--- src/hdl/dflc_defs.svh ---
`ifndef DFLC_DEFS_SVH
`define DFLC_DEFS_SVH

// Register offsets
`define DFLC_ADDR_W          8
`define DFLC_OFS_FB0_HIGH    8'h17
`define DFLC_OFS_FB0_MID     8'h18
`define DFLC_OFS_FB0_LOW     8'h19
`define DFLC_OFS_FB1_HIGH    8'h1A
`define DFLC_OFS_FB1_MID     8'h1B
`define DFLC_OFS_FB1_LOW     8'h1C
`define DFLC_OFS_LOOP_BW     8'h23
`define DFLC_OFS_DAMP_GAIN   8'h24
`define DFLC_OFS_TIGHT_CFG   8'h25
`define DFLC_OFS_TIGHT_THR   8'h28
`define DFLC_OFS_SLEW_HOLD   8'h2F
`define DFLC_OFS_LOCK_WIN    8'h30
`define DFLC_OFS_MOD_INT_HI  8'h31
`define DFLC_OFS_MOD_INT_LO  8'h32
`define DFLC_OFS_MOD_FRAC_HI 8'h33
`define DFLC_OFS_MOD_FRAC_MD 8'h34
`define DFLC_OFS_MOD_FRAC_LO 8'h35
`define DFLC_OFS_MOD_ORDER   8'h3A
// Read-only status of the selected loop settings
`define DFLC_OFS_ACTIVE_BW   8'h40
`define DFLC_OFS_ACTIVE_DAMP 8'h41

// Field positions (low bit)
`define DFLC_POS_LCK_BW      4
`define DFLC_POS_ACQ_BW      0
`define DFLC_POS_LCK_DAMP    5
`define DFLC_POS_ACQ_DAMP    2
`define DFLC_POS_GAIN        0
`define DFLC_POS_TG_DAMP     5
`define DFLC_POS_TG_HYS      4
`define DFLC_POS_TG_BW       1
`define DFLC_POS_TG_THR      1
`define DFLC_POS_SLEW        6
`define DFLC_POS_HOLD        3
`define DFLC_POS_HOLDAVG     1
`define DFLC_POS_QUICK       0
`define DFLC_POS_ORDER       6
`define DFLC_POS_DCO_GAIN    4
`define DFLC_POS_DITHER      0

// Reset values
`define DFLC_RST_FB_DIV      24'h070000
`define DFLC_RST_BW          4'h7
`define DFLC_RST_DAMP        3'h3
`define DFLC_RST_GAIN        2'h1
`define DFLC_RST_TG_BW       3'h3
`define DFLC_RST_TG_DAMP     3'h0
`define DFLC_RST_TG_THR      7'h00
`define DFLC_RST_LOCK_WIN    8'h3F
`define DFLC_RST_MOD_INT     9'h02E
`define DFLC_RST_MOD_FRAC    21'h1C0000
`define DFLC_RST_ORDER       2'h3
`define DFLC_RST_DCO_GAIN    2'h1

// Code limits
`define DFLC_BW_MAX          4'hA
`define DFLC_DAMP_MIN        3'h1
`define DFLC_DAMP_MAX        3'h5

`endif

--- src/hdl/dflc_pkg.sv ---
package dflc_pkg;

  typedef enum logic [1:0] {
    DFLC_MODE_LOCKED,
    DFLC_MODE_ACQUIRE,
    DFLC_MODE_TIGHT
  } dflc_mode_t;

  typedef struct packed {
    logic [23:0] fb_div_ratio_ref0;
    logic [23:0] fb_div_ratio_ref1;
    logic [3:0]  locked_bandwidth_code;
    logic [3:0]  acquire_bandwidth_code;
    logic [2:0]  locked_damping_code;
    logic [2:0]  acquire_damping_code;
    logic [1:0]  loop_filter_gain_code;
    logic [2:0]  tight_hold_damping_code;
    logic        tight_hold_hysteresis;
    logic [2:0]  tight_hold_bandwidth_code;
    logic [6:0]  tight_hold_threshold;
    logic [1:0]  slew_code;
    logic [1:0]  holdover_mode;
    logic        holdover_average;
    logic        quick_acquire_enable;
    logic [7:0]  lock_window;
    logic [8:0]  modulator_int;
    logic [20:0] modulator_frac;
    logic [1:0]  modulator_order;
    logic [1:0]  dco_gain_code;
    logic [2:0]  dither_gain_code;
    logic [7:0]  rd_data;
  } dflc_state_t;

endpackage

--- src/hdl/dflc_regs.sv ---
// Decided for this implementation: the address-and-strobe port.
`timescale 1ns/1ps
`include "dflc_defs.svh"

module dflc_regs (
  input  wire logic       i_clk_sys,
  input  wire logic       i_rst_b,
  input  wire logic [7:0] i_addr,
  input  wire logic [7:0] i_wdata,
  input  wire logic       i_wr,
  input  wire logic       i_rd,
  input  wire logic       i_ref_sel,
  input  wire logic       i_phase_locked,
  input  wire logic       i_tight_lock,
  output logic      [7:0] o_rdata,
  output logic     [23:0] o_fb_div_ratio,
  output logic      [3:0] o_active_bandwidth_code,
  output logic      [2:0] o_active_damping_code,
  output logic            o_active_bw_valid,
  output logic            o_active_damp_valid,
  output logic      [1:0] o_loop_filter_gain_code,
  output logic      [6:0] o_tight_hold_threshold,
  output logic            o_tight_hold_hysteresis,
  output logic      [1:0] o_slew_code,
  output logic      [1:0] o_holdover_mode,
  output logic            o_holdover_average,
  output logic      [7:0] o_lock_window,
  output logic      [8:0] o_modulator_int,
  output logic     [20:0] o_modulator_frac,
  output logic      [1:0] o_modulator_order,
  output logic      [1:0] o_dco_gain_code,
  output logic      [2:0] o_dither_gain_code
);

  dflc_pkg::dflc_state_t st;
  dflc_pkg::dflc_state_t next_st;
  dflc_pkg::dflc_mode_t  mode;
  logic [3:0]            act_bw;
  logic [2:0]            act_damp;
  logic [7:0]            rd_mux;

  // Loop mode selection
  always_comb begin
    if (!st.quick_acquire_enable || i_phase_locked) begin
      mode = (i_phase_locked && i_tight_lock) ? dflc_pkg::DFLC_MODE_TIGHT : dflc_pkg::DFLC_MODE_LOCKED;
    end else begin
      mode = dflc_pkg::DFLC_MODE_ACQUIRE;
    end
  end

  always_comb begin
    unique case (mode)
      dflc_pkg::DFLC_MODE_ACQUIRE: begin
        act_bw   = st.acquire_bandwidth_code;
        act_damp = st.acquire_damping_code;
      end
      dflc_pkg::DFLC_MODE_TIGHT: begin
        // Tight ladder 1 Hz at 001 equals locked ladder code 0001, so code maps directly
        act_bw   = (st.tight_hold_bandwidth_code == 3'h0) ? st.locked_bandwidth_code
                                                          : {1'b0, st.tight_hold_bandwidth_code};
        act_damp = (st.tight_hold_damping_code == 3'h0) ? st.locked_damping_code
                                                        : st.tight_hold_damping_code;
      end
      dflc_pkg::DFLC_MODE_LOCKED: begin
        act_bw   = st.locked_bandwidth_code;
        act_damp = st.locked_damping_code;
      end
      default: begin
        act_bw   = st.locked_bandwidth_code;
        act_damp = st.locked_damping_code;
      end
    endcase
  end

  // Reserved codes are stored as written but flagged, so the loop can hold its last good setting
  assign o_active_bw_valid   = (act_bw <= `DFLC_BW_MAX);
  assign o_active_damp_valid = (act_damp >= `DFLC_DAMP_MIN) && (act_damp <= `DFLC_DAMP_MAX);

  // Read mux; reserved bits read as zero
  always_comb begin
    unique case (i_addr)
      `DFLC_OFS_FB0_HIGH:    rd_mux = st.fb_div_ratio_ref0[23:16];
      `DFLC_OFS_FB0_MID:     rd_mux = st.fb_div_ratio_ref0[15:8];
      `DFLC_OFS_FB0_LOW:     rd_mux = st.fb_div_ratio_ref0[7:0];
      `DFLC_OFS_FB1_HIGH:    rd_mux = st.fb_div_ratio_ref1[23:16];
      `DFLC_OFS_FB1_MID:     rd_mux = st.fb_div_ratio_ref1[15:8];
      `DFLC_OFS_FB1_LOW:     rd_mux = st.fb_div_ratio_ref1[7:0];
      `DFLC_OFS_LOOP_BW:     rd_mux = {st.locked_bandwidth_code, st.acquire_bandwidth_code};
      `DFLC_OFS_DAMP_GAIN:   rd_mux = {st.locked_damping_code, st.acquire_damping_code, st.loop_filter_gain_code};
      `DFLC_OFS_TIGHT_CFG:   rd_mux = {st.tight_hold_damping_code, st.tight_hold_hysteresis,
                                       st.tight_hold_bandwidth_code, 1'b0};
      `DFLC_OFS_TIGHT_THR:   rd_mux = {st.tight_hold_threshold, 1'b0};
      `DFLC_OFS_SLEW_HOLD:   rd_mux = {st.slew_code, 1'b0, st.holdover_mode, 1'b0,
                                       st.holdover_average, st.quick_acquire_enable};
      `DFLC_OFS_LOCK_WIN:    rd_mux = st.lock_window;
      `DFLC_OFS_MOD_INT_HI:  rd_mux = {7'h00, st.modulator_int[8]};
      `DFLC_OFS_MOD_INT_LO:  rd_mux = st.modulator_int[7:0];
      `DFLC_OFS_MOD_FRAC_HI: rd_mux = {3'h0, st.modulator_frac[20:16]};
      `DFLC_OFS_MOD_FRAC_MD: rd_mux = st.modulator_frac[15:8];
      `DFLC_OFS_MOD_FRAC_LO: rd_mux = st.modulator_frac[7:0];
      `DFLC_OFS_MOD_ORDER:   rd_mux = {st.modulator_order, st.dco_gain_code, 1'b0, st.dither_gain_code};
      `DFLC_OFS_ACTIVE_BW:   rd_mux = {mode, 2'h0, act_bw};
      `DFLC_OFS_ACTIVE_DAMP: rd_mux = {5'h00, act_damp};
      default:               rd_mux = 8'h00;
    endcase
  end

  // Register update
  always_comb begin
    next_st         = st;
    next_st.rd_data = i_rd ? rd_mux : 8'h00;
    if (i_wr) begin
      unique case (i_addr)
        `DFLC_OFS_FB0_HIGH:    next_st.fb_div_ratio_ref0[23:16] = i_wdata;
        `DFLC_OFS_FB0_MID:     next_st.fb_div_ratio_ref0[15:8]  = i_wdata;
        `DFLC_OFS_FB0_LOW:     next_st.fb_div_ratio_ref0[7:0]   = i_wdata;
        `DFLC_OFS_FB1_HIGH:    next_st.fb_div_ratio_ref1[23:16] = i_wdata;
        `DFLC_OFS_FB1_MID:     next_st.fb_div_ratio_ref1[15:8]  = i_wdata;
        `DFLC_OFS_FB1_LOW:     next_st.fb_div_ratio_ref1[7:0]   = i_wdata;
        `DFLC_OFS_LOOP_BW: begin
          next_st.locked_bandwidth_code  = i_wdata[`DFLC_POS_LCK_BW +: 4];
          next_st.acquire_bandwidth_code = i_wdata[`DFLC_POS_ACQ_BW +: 4];
        end
        `DFLC_OFS_DAMP_GAIN: begin
          next_st.locked_damping_code   = i_wdata[`DFLC_POS_LCK_DAMP +: 3];
          next_st.acquire_damping_code  = i_wdata[`DFLC_POS_ACQ_DAMP +: 3];
          next_st.loop_filter_gain_code = i_wdata[`DFLC_POS_GAIN +: 2];
        end
        `DFLC_OFS_TIGHT_CFG: begin
          next_st.tight_hold_damping_code   = i_wdata[`DFLC_POS_TG_DAMP +: 3];
          next_st.tight_hold_hysteresis     = i_wdata[`DFLC_POS_TG_HYS];
          next_st.tight_hold_bandwidth_code = i_wdata[`DFLC_POS_TG_BW +: 3];
        end
        `DFLC_OFS_TIGHT_THR:   next_st.tight_hold_threshold = i_wdata[`DFLC_POS_TG_THR +: 7];
        `DFLC_OFS_SLEW_HOLD: begin
          next_st.slew_code            = i_wdata[`DFLC_POS_SLEW +: 2];
          next_st.holdover_mode        = i_wdata[`DFLC_POS_HOLD +: 2];
          next_st.holdover_average     = i_wdata[`DFLC_POS_HOLDAVG];
          next_st.quick_acquire_enable = i_wdata[`DFLC_POS_QUICK];
        end
        `DFLC_OFS_LOCK_WIN:    next_st.lock_window          = i_wdata;
        `DFLC_OFS_MOD_INT_HI:  next_st.modulator_int[8]     = i_wdata[0];
        `DFLC_OFS_MOD_INT_LO:  next_st.modulator_int[7:0]   = i_wdata;
        `DFLC_OFS_MOD_FRAC_HI: next_st.modulator_frac[20:16] = i_wdata[4:0];
        `DFLC_OFS_MOD_FRAC_MD: next_st.modulator_frac[15:8] = i_wdata;
        `DFLC_OFS_MOD_FRAC_LO: next_st.modulator_frac[7:0]  = i_wdata;
        `DFLC_OFS_MOD_ORDER: begin
          next_st.modulator_order  = i_wdata[`DFLC_POS_ORDER +: 2];
          next_st.dco_gain_code    = i_wdata[`DFLC_POS_DCO_GAIN +: 2];
          next_st.dither_gain_code = i_wdata[`DFLC_POS_DITHER +: 3];
        end
        default: begin
        end
      endcase
    end
  end

  always_ff @(posedge i_clk_sys or negedge i_rst_b) begin
    if (!i_rst_b) begin
      st                           <= '0;
      st.fb_div_ratio_ref0         <= `DFLC_RST_FB_DIV;
      st.fb_div_ratio_ref1         <= `DFLC_RST_FB_DIV;
      st.locked_bandwidth_code     <= `DFLC_RST_BW;
      st.acquire_bandwidth_code    <= `DFLC_RST_BW;
      st.locked_damping_code       <= `DFLC_RST_DAMP;
      st.acquire_damping_code      <= `DFLC_RST_DAMP;
      st.loop_filter_gain_code     <= `DFLC_RST_GAIN;
      st.tight_hold_bandwidth_code <= `DFLC_RST_TG_BW;
      st.tight_hold_damping_code   <= `DFLC_RST_TG_DAMP;
      st.tight_hold_threshold      <= `DFLC_RST_TG_THR;
      st.lock_window               <= `DFLC_RST_LOCK_WIN;
      st.modulator_int             <= `DFLC_RST_MOD_INT;
      st.modulator_frac            <= `DFLC_RST_MOD_FRAC;
      st.modulator_order           <= `DFLC_RST_ORDER;
      st.dco_gain_code             <= `DFLC_RST_DCO_GAIN;
    end else begin
      st <= next_st;
    end
  end

  assign o_rdata                 = st.rd_data;
  assign o_fb_div_ratio          = i_ref_sel ? st.fb_div_ratio_ref1 : st.fb_div_ratio_ref0;
  assign o_active_bandwidth_code = act_bw;
  assign o_active_damping_code   = act_damp;
  assign o_loop_filter_gain_code = st.loop_filter_gain_code;
  assign o_tight_hold_threshold  = st.tight_hold_threshold;
  assign o_tight_hold_hysteresis = st.tight_hold_hysteresis;
  assign o_slew_code             = st.slew_code;
  assign o_holdover_mode         = st.holdover_mode;
  assign o_holdover_average      = st.holdover_average;
  assign o_lock_window           = st.lock_window;
  assign o_modulator_int         = st.modulator_int;
  assign o_modulator_frac        = st.modulator_frac;
  assign o_modulator_order       = st.modulator_order;
  assign o_dco_gain_code         = st.dco_gain_code;
  assign o_dither_gain_code      = st.dither_gain_code;

endmodule // dflc_regs

--- config.mk ---
export PLATFORM = sky130hd
export DESIGN_NAME = dflc_regs
export DESIGN_NICKNAME = d
export VERILOG_FILES = /design/src/hdl/dflc_pkg.sv /design/src/hdl/dflc_regs.sv
export VERILOG_INCLUDE_DIRS = /design/src /design/src/hdl
export SDC_FILE = /design/constraint.sdc
export NUM_CORES = 1
export LEC_CHECK = 0
export ABC_AREA = 1
export BUFFER_PORTS_ARGS = -buffer_cell sky130_fd_sc_hd__buf_2
export CORE_MARGIN = 2
export CORE_UTILIZATION = 49
export DETAILED_ROUTE_END_ITERATION = 10
export PLACE_DENSITY_LB_ADDON = 0.3
export SETUP_SLACK_MARGIN = 0.05
export SYNTH_ARGS = -nofsm -noshare
export SYNTH_HDL_FRONTEND = slang
export SYNTH_SLANG_ARGS = --single-unit
--- constraint.sdc ---
create_clock -name i_clk_sys -period 1.3 [get_ports i_clk_sys]
set_input_delay 0.13 -clock i_clk_sys [delete_from_list [all_inputs] [get_ports i_clk_sys]]
set_output_delay 0.13 -clock i_clk_sys [all_outputs]
set_load 0.05 [all_outputs]
==> results by group <==
Outcome
  • Status: complete, but fails checks
  • Failing checks: negative setup slack

Final layout
  • Syn-to-layout area delta: 44.4%
  • Final #Nets: 1226
  • Commonest non-fill, non-tap cell in the layout: nand2_1
  • Final instance area: 10900 um^2
  • Fin util: 72.0%
  • Fillers: 1102
  • Share of cells above drive strength 1: 43.8%
  • Ant diodes: 0
  • Most frequent cells in the layout: nand2_1 (252), buf_4 (175), dfrtp_1 (102)

STA
  • Final Hold Viols: 0
  • Final WS setup: -0.532 ns
  • Clk_skew: 0.00720 ns
  • Max-slew headroom: 73.0%
  • Final min period: 1.83 ns
  • Setup violations, final: 26
  • Final Max Slew Viols: 0
  • Final period utilization: 141%
  • Fmax: 0.546 GHz
  • RSZ-0062 raised after global routing: true
  • Slew @ Worst Pin: 0.404 ns
  • Final setup TNS: -5.83 ns

Clock tree
  • Clock H-tree levels: 4
  • Clk_lat worst skew: 0.43 ns
  • Clock Path Buffers: 2
  • CTS tree: yes
  • CTS root buf: clkbuf_16
  • Clk pin slew, worst setup/hold paths: 0.06 ns
  • Clock sinks: 137
  • TritonCTS Buffers: 17

Global routing
  • Largest net degree at the start of global routing: 39
  • Top Usage Layer GRT: met2
  • Initial antenna violation count: 0
  • Met2 GRT Util: 52.3%
  • Met1 GRT Util: 46.8%
  • Total grt overflow: 0
  • Total track usage: 34.0%
  • Vias in the first global route: 7258
  • Met3 Usage GRT: 7.51%
  • Global-route wire length before repair: 41700 um

Detailed routing
  • # DRC: 0
  • WL/cell: 19.9 um
  • Initial DRT Pass Iterations: 8
  • Routed Antenna Nets: 0
  • Vias per std cell: 5.58
  • Post-Route WL: 28000 um
  • Routed via count: 7841
  • Initial DRC Count: 1044

Worst setup path
  • Crit path DAT: 1.70 ns
  • Critical-path top delay cell: dfrtp_1
  • Crit end category: primary output
  • CP Cell Sequence: nand2_4 -> nand2_4 -> inv_4 -> nand2_4 -> nand3_4 -> clkinvlp_4 -> nor2_4 -> o21ai_4 -> buf_8
  • CP most frequent cell: nand2_4
  • Crit-path max FO: 4
  • Startpoint Class: flip-flop
  • CP max stage delay: 0.40 ns
  • Data required, critical path: 1.17 ns
  • Critical path class: flip-flop to primary output

Synth
  • Register area share after synthesis: 46.0%
  • Synth Register Bits: 137
  • Distinct cells, synth: 27
  • Synthesized area: 7560 um^2
  • Post-synthesis cell count: 968
  • Synth warn: 0
  • Synthesized net count: 991
  • Mean Syn Cell Area: 7.81 um^2

Power and ir drop
  • Clock network power share: 39.0%
  • PwrDens: 1090 nW/um^2
  • Switching portion of total power: 30.2%
  • Combinational Power Share: 21.0%
  • Power Total: 11900 uW
  • Internal power: 8310 uW
  • Register share of total power: 40.0%
  • Peak VDD IR: 871 uV
  • Lkg Pwr: 0.00529 uW
  • Sw Pwr: 3600 uW

Floorplanning
  • Die width: 128 um
  • Starting Density: 49.9%
  • Rows: 45
  • Ports: 124
  • Core outline area: 15100 um^2
  • Die area: 16400 um^2
  • Die height: 128 um

Place
  • DP HPWL: 18800 um
  • # port buffers: 123
  • Placed inst area: 8710 um^2
  • Place WS: -0.532 ns
  • Gpl congestion: 0.999

Min path
  • Worst hold path class: primary input to flip-flop

Run
  • Max Cap Violations: 0
## area by class of cell
type / count / area (um^2) / area share [%]
clock buffers: 24 / 492 / 4.51
well taps: 188 / 235 / 2.16
flip-flops and latches: 137 / 3470 / 31.8
multi-input cells: 654 / 3550 / 32.5
inverters: 75 / 298 / 2.73
clock inverters: 8 / 70.1 / 0.642
repair buffers: 318 / 2800 / 25.6
## registers in the layout, summed over array words and instances, names as in the netlist
register / flops
o_holdover_average: 1
o_modulator_int: 9
o_dither_gain_code: 3
o_lock_window: 8
o_tight_hold_hysteresis: 1
st: 69
o_modulator_order: 2
o_holdover_mode: 2
o_rdata: 8
o_tight_hold_threshold: 7
o_loop_filter_gain_code: 2
o_modulator_frac: 21
o_slew_code: 2
o_dco_gain_code: 2
## kinds of logic (layout without fill, tap and decap cells)
| kind of cell | after synthesis | count (layout) | synth area share (%) |
|---|---|---|---|
| mux | 10 | 10 | 1.49 |
| compound gates | 180 | 180 | 12.6 |
| buf+inv | 177 | 425 | 13.3 |
| simple gates | 464 | 464 | 26.6 |
| flops | 137 | 137 | 46.0 |
## worst max-delay path, delay by kind of cell (launching register included)
family          cells  cell delay (ns)
simple gates        5             0.46
flops               1             0.40
buf+inv             3             0.35
compound gates      1             0.06
## stage by stage
| step | instances | hold WS, ns |
|---|---|---|
| 2_1_floorplan | 968 | -0.166 |
| 5_1_grt | 1404 | 0.132 |
| 3_5_place_dp | 1278 | 0.0562 |
| 4_1_cts | 1377 | 0.104 |
| 3_3_place_gp | 1278 | 0.0532 |
| 6_report | 1404 | 0.131 |
## layer usage
layer  wire, um  share of wire [%]
met3       2780                9.9
met2      12900                 46
met5          0                  0
met1      11100                 40
met4       1120                4.0
## worst paths after layout
| check | endpoint | depth (start not counted) | from | slack (ns) |
|---|---|---|---|---|
| setup reg to reg | o_rdata[2]$_DFF_PN0_ | 12 | st[53]$_DFFE_PN0P_ | -0.32 |
| max in group asynchronous | st[75]$_DFFE_PN1P_ | 3 | i_rst_b | 0.52 |
| min in group asynchronous | o_holdover_average$_DFFE_PN0P_ | 2 | i_rst_b | 0.18 |
| hold reg to reg | st[118]$_DFFE_PN0P_ | 2 | st[118]$_DFFE_PN0P_ | 0.51 |
| hold / removal | o_rdata[6]$_DFF_PN0_ | 3 | i_rd | 0.13 |
| setup / recovery | o_active_damp_valid | 9 | st[53]$_DFFE_PN0P_ | -0.53 |
## synthesized netlist by cell type, drive strengths merged
library cell | n | share of area (%)
nand3 | 71 | 4.9
nand2 | 294 | 15
nor2 | 90 | 5.8
a21oi | 9 | 0.60
buf | 90 | 9.0
nand4 | 7 | 0.58
dfstp | 35 | 12
o21ai | 151 | 10
mux2 | 10 | 1.5
dfrtp | 102 | 34
o22ai | 1 | 0.083
nand3b | 1 | 0.099
inv | 75 | 3.7
o211a | 1 | 0.13
and3 | 1 | 0.083
o2111ai | 1 | 0.12
clkbuf | 12 | 0.60
o21a | 16 | 1.6
o221ai | 1 | 0.12
## power groups by stage
stage	clock, uW	sequential, uW	combinational [uW]
6_report	4640	4760	2500
5_1_grt	4850	4780	2630
4_1_cts	4670	4740	2300
3_5_place_dp	0	4810	1870
3_3_place_gp	0	4810	1860
2_1_floorplan	0	4760	1340
## timing repair
item | in CTS | in global routing
gates resized for setup | 203 | 89
hold endpoints to repair | 123 | 0
setup endpoints to repair | 80 | 102
hold buffers | 8 | 0
setup buffers | 60 | 29
pin swaps | 37 | 38
Note: power is estimated with default switching activity, not from simulation.
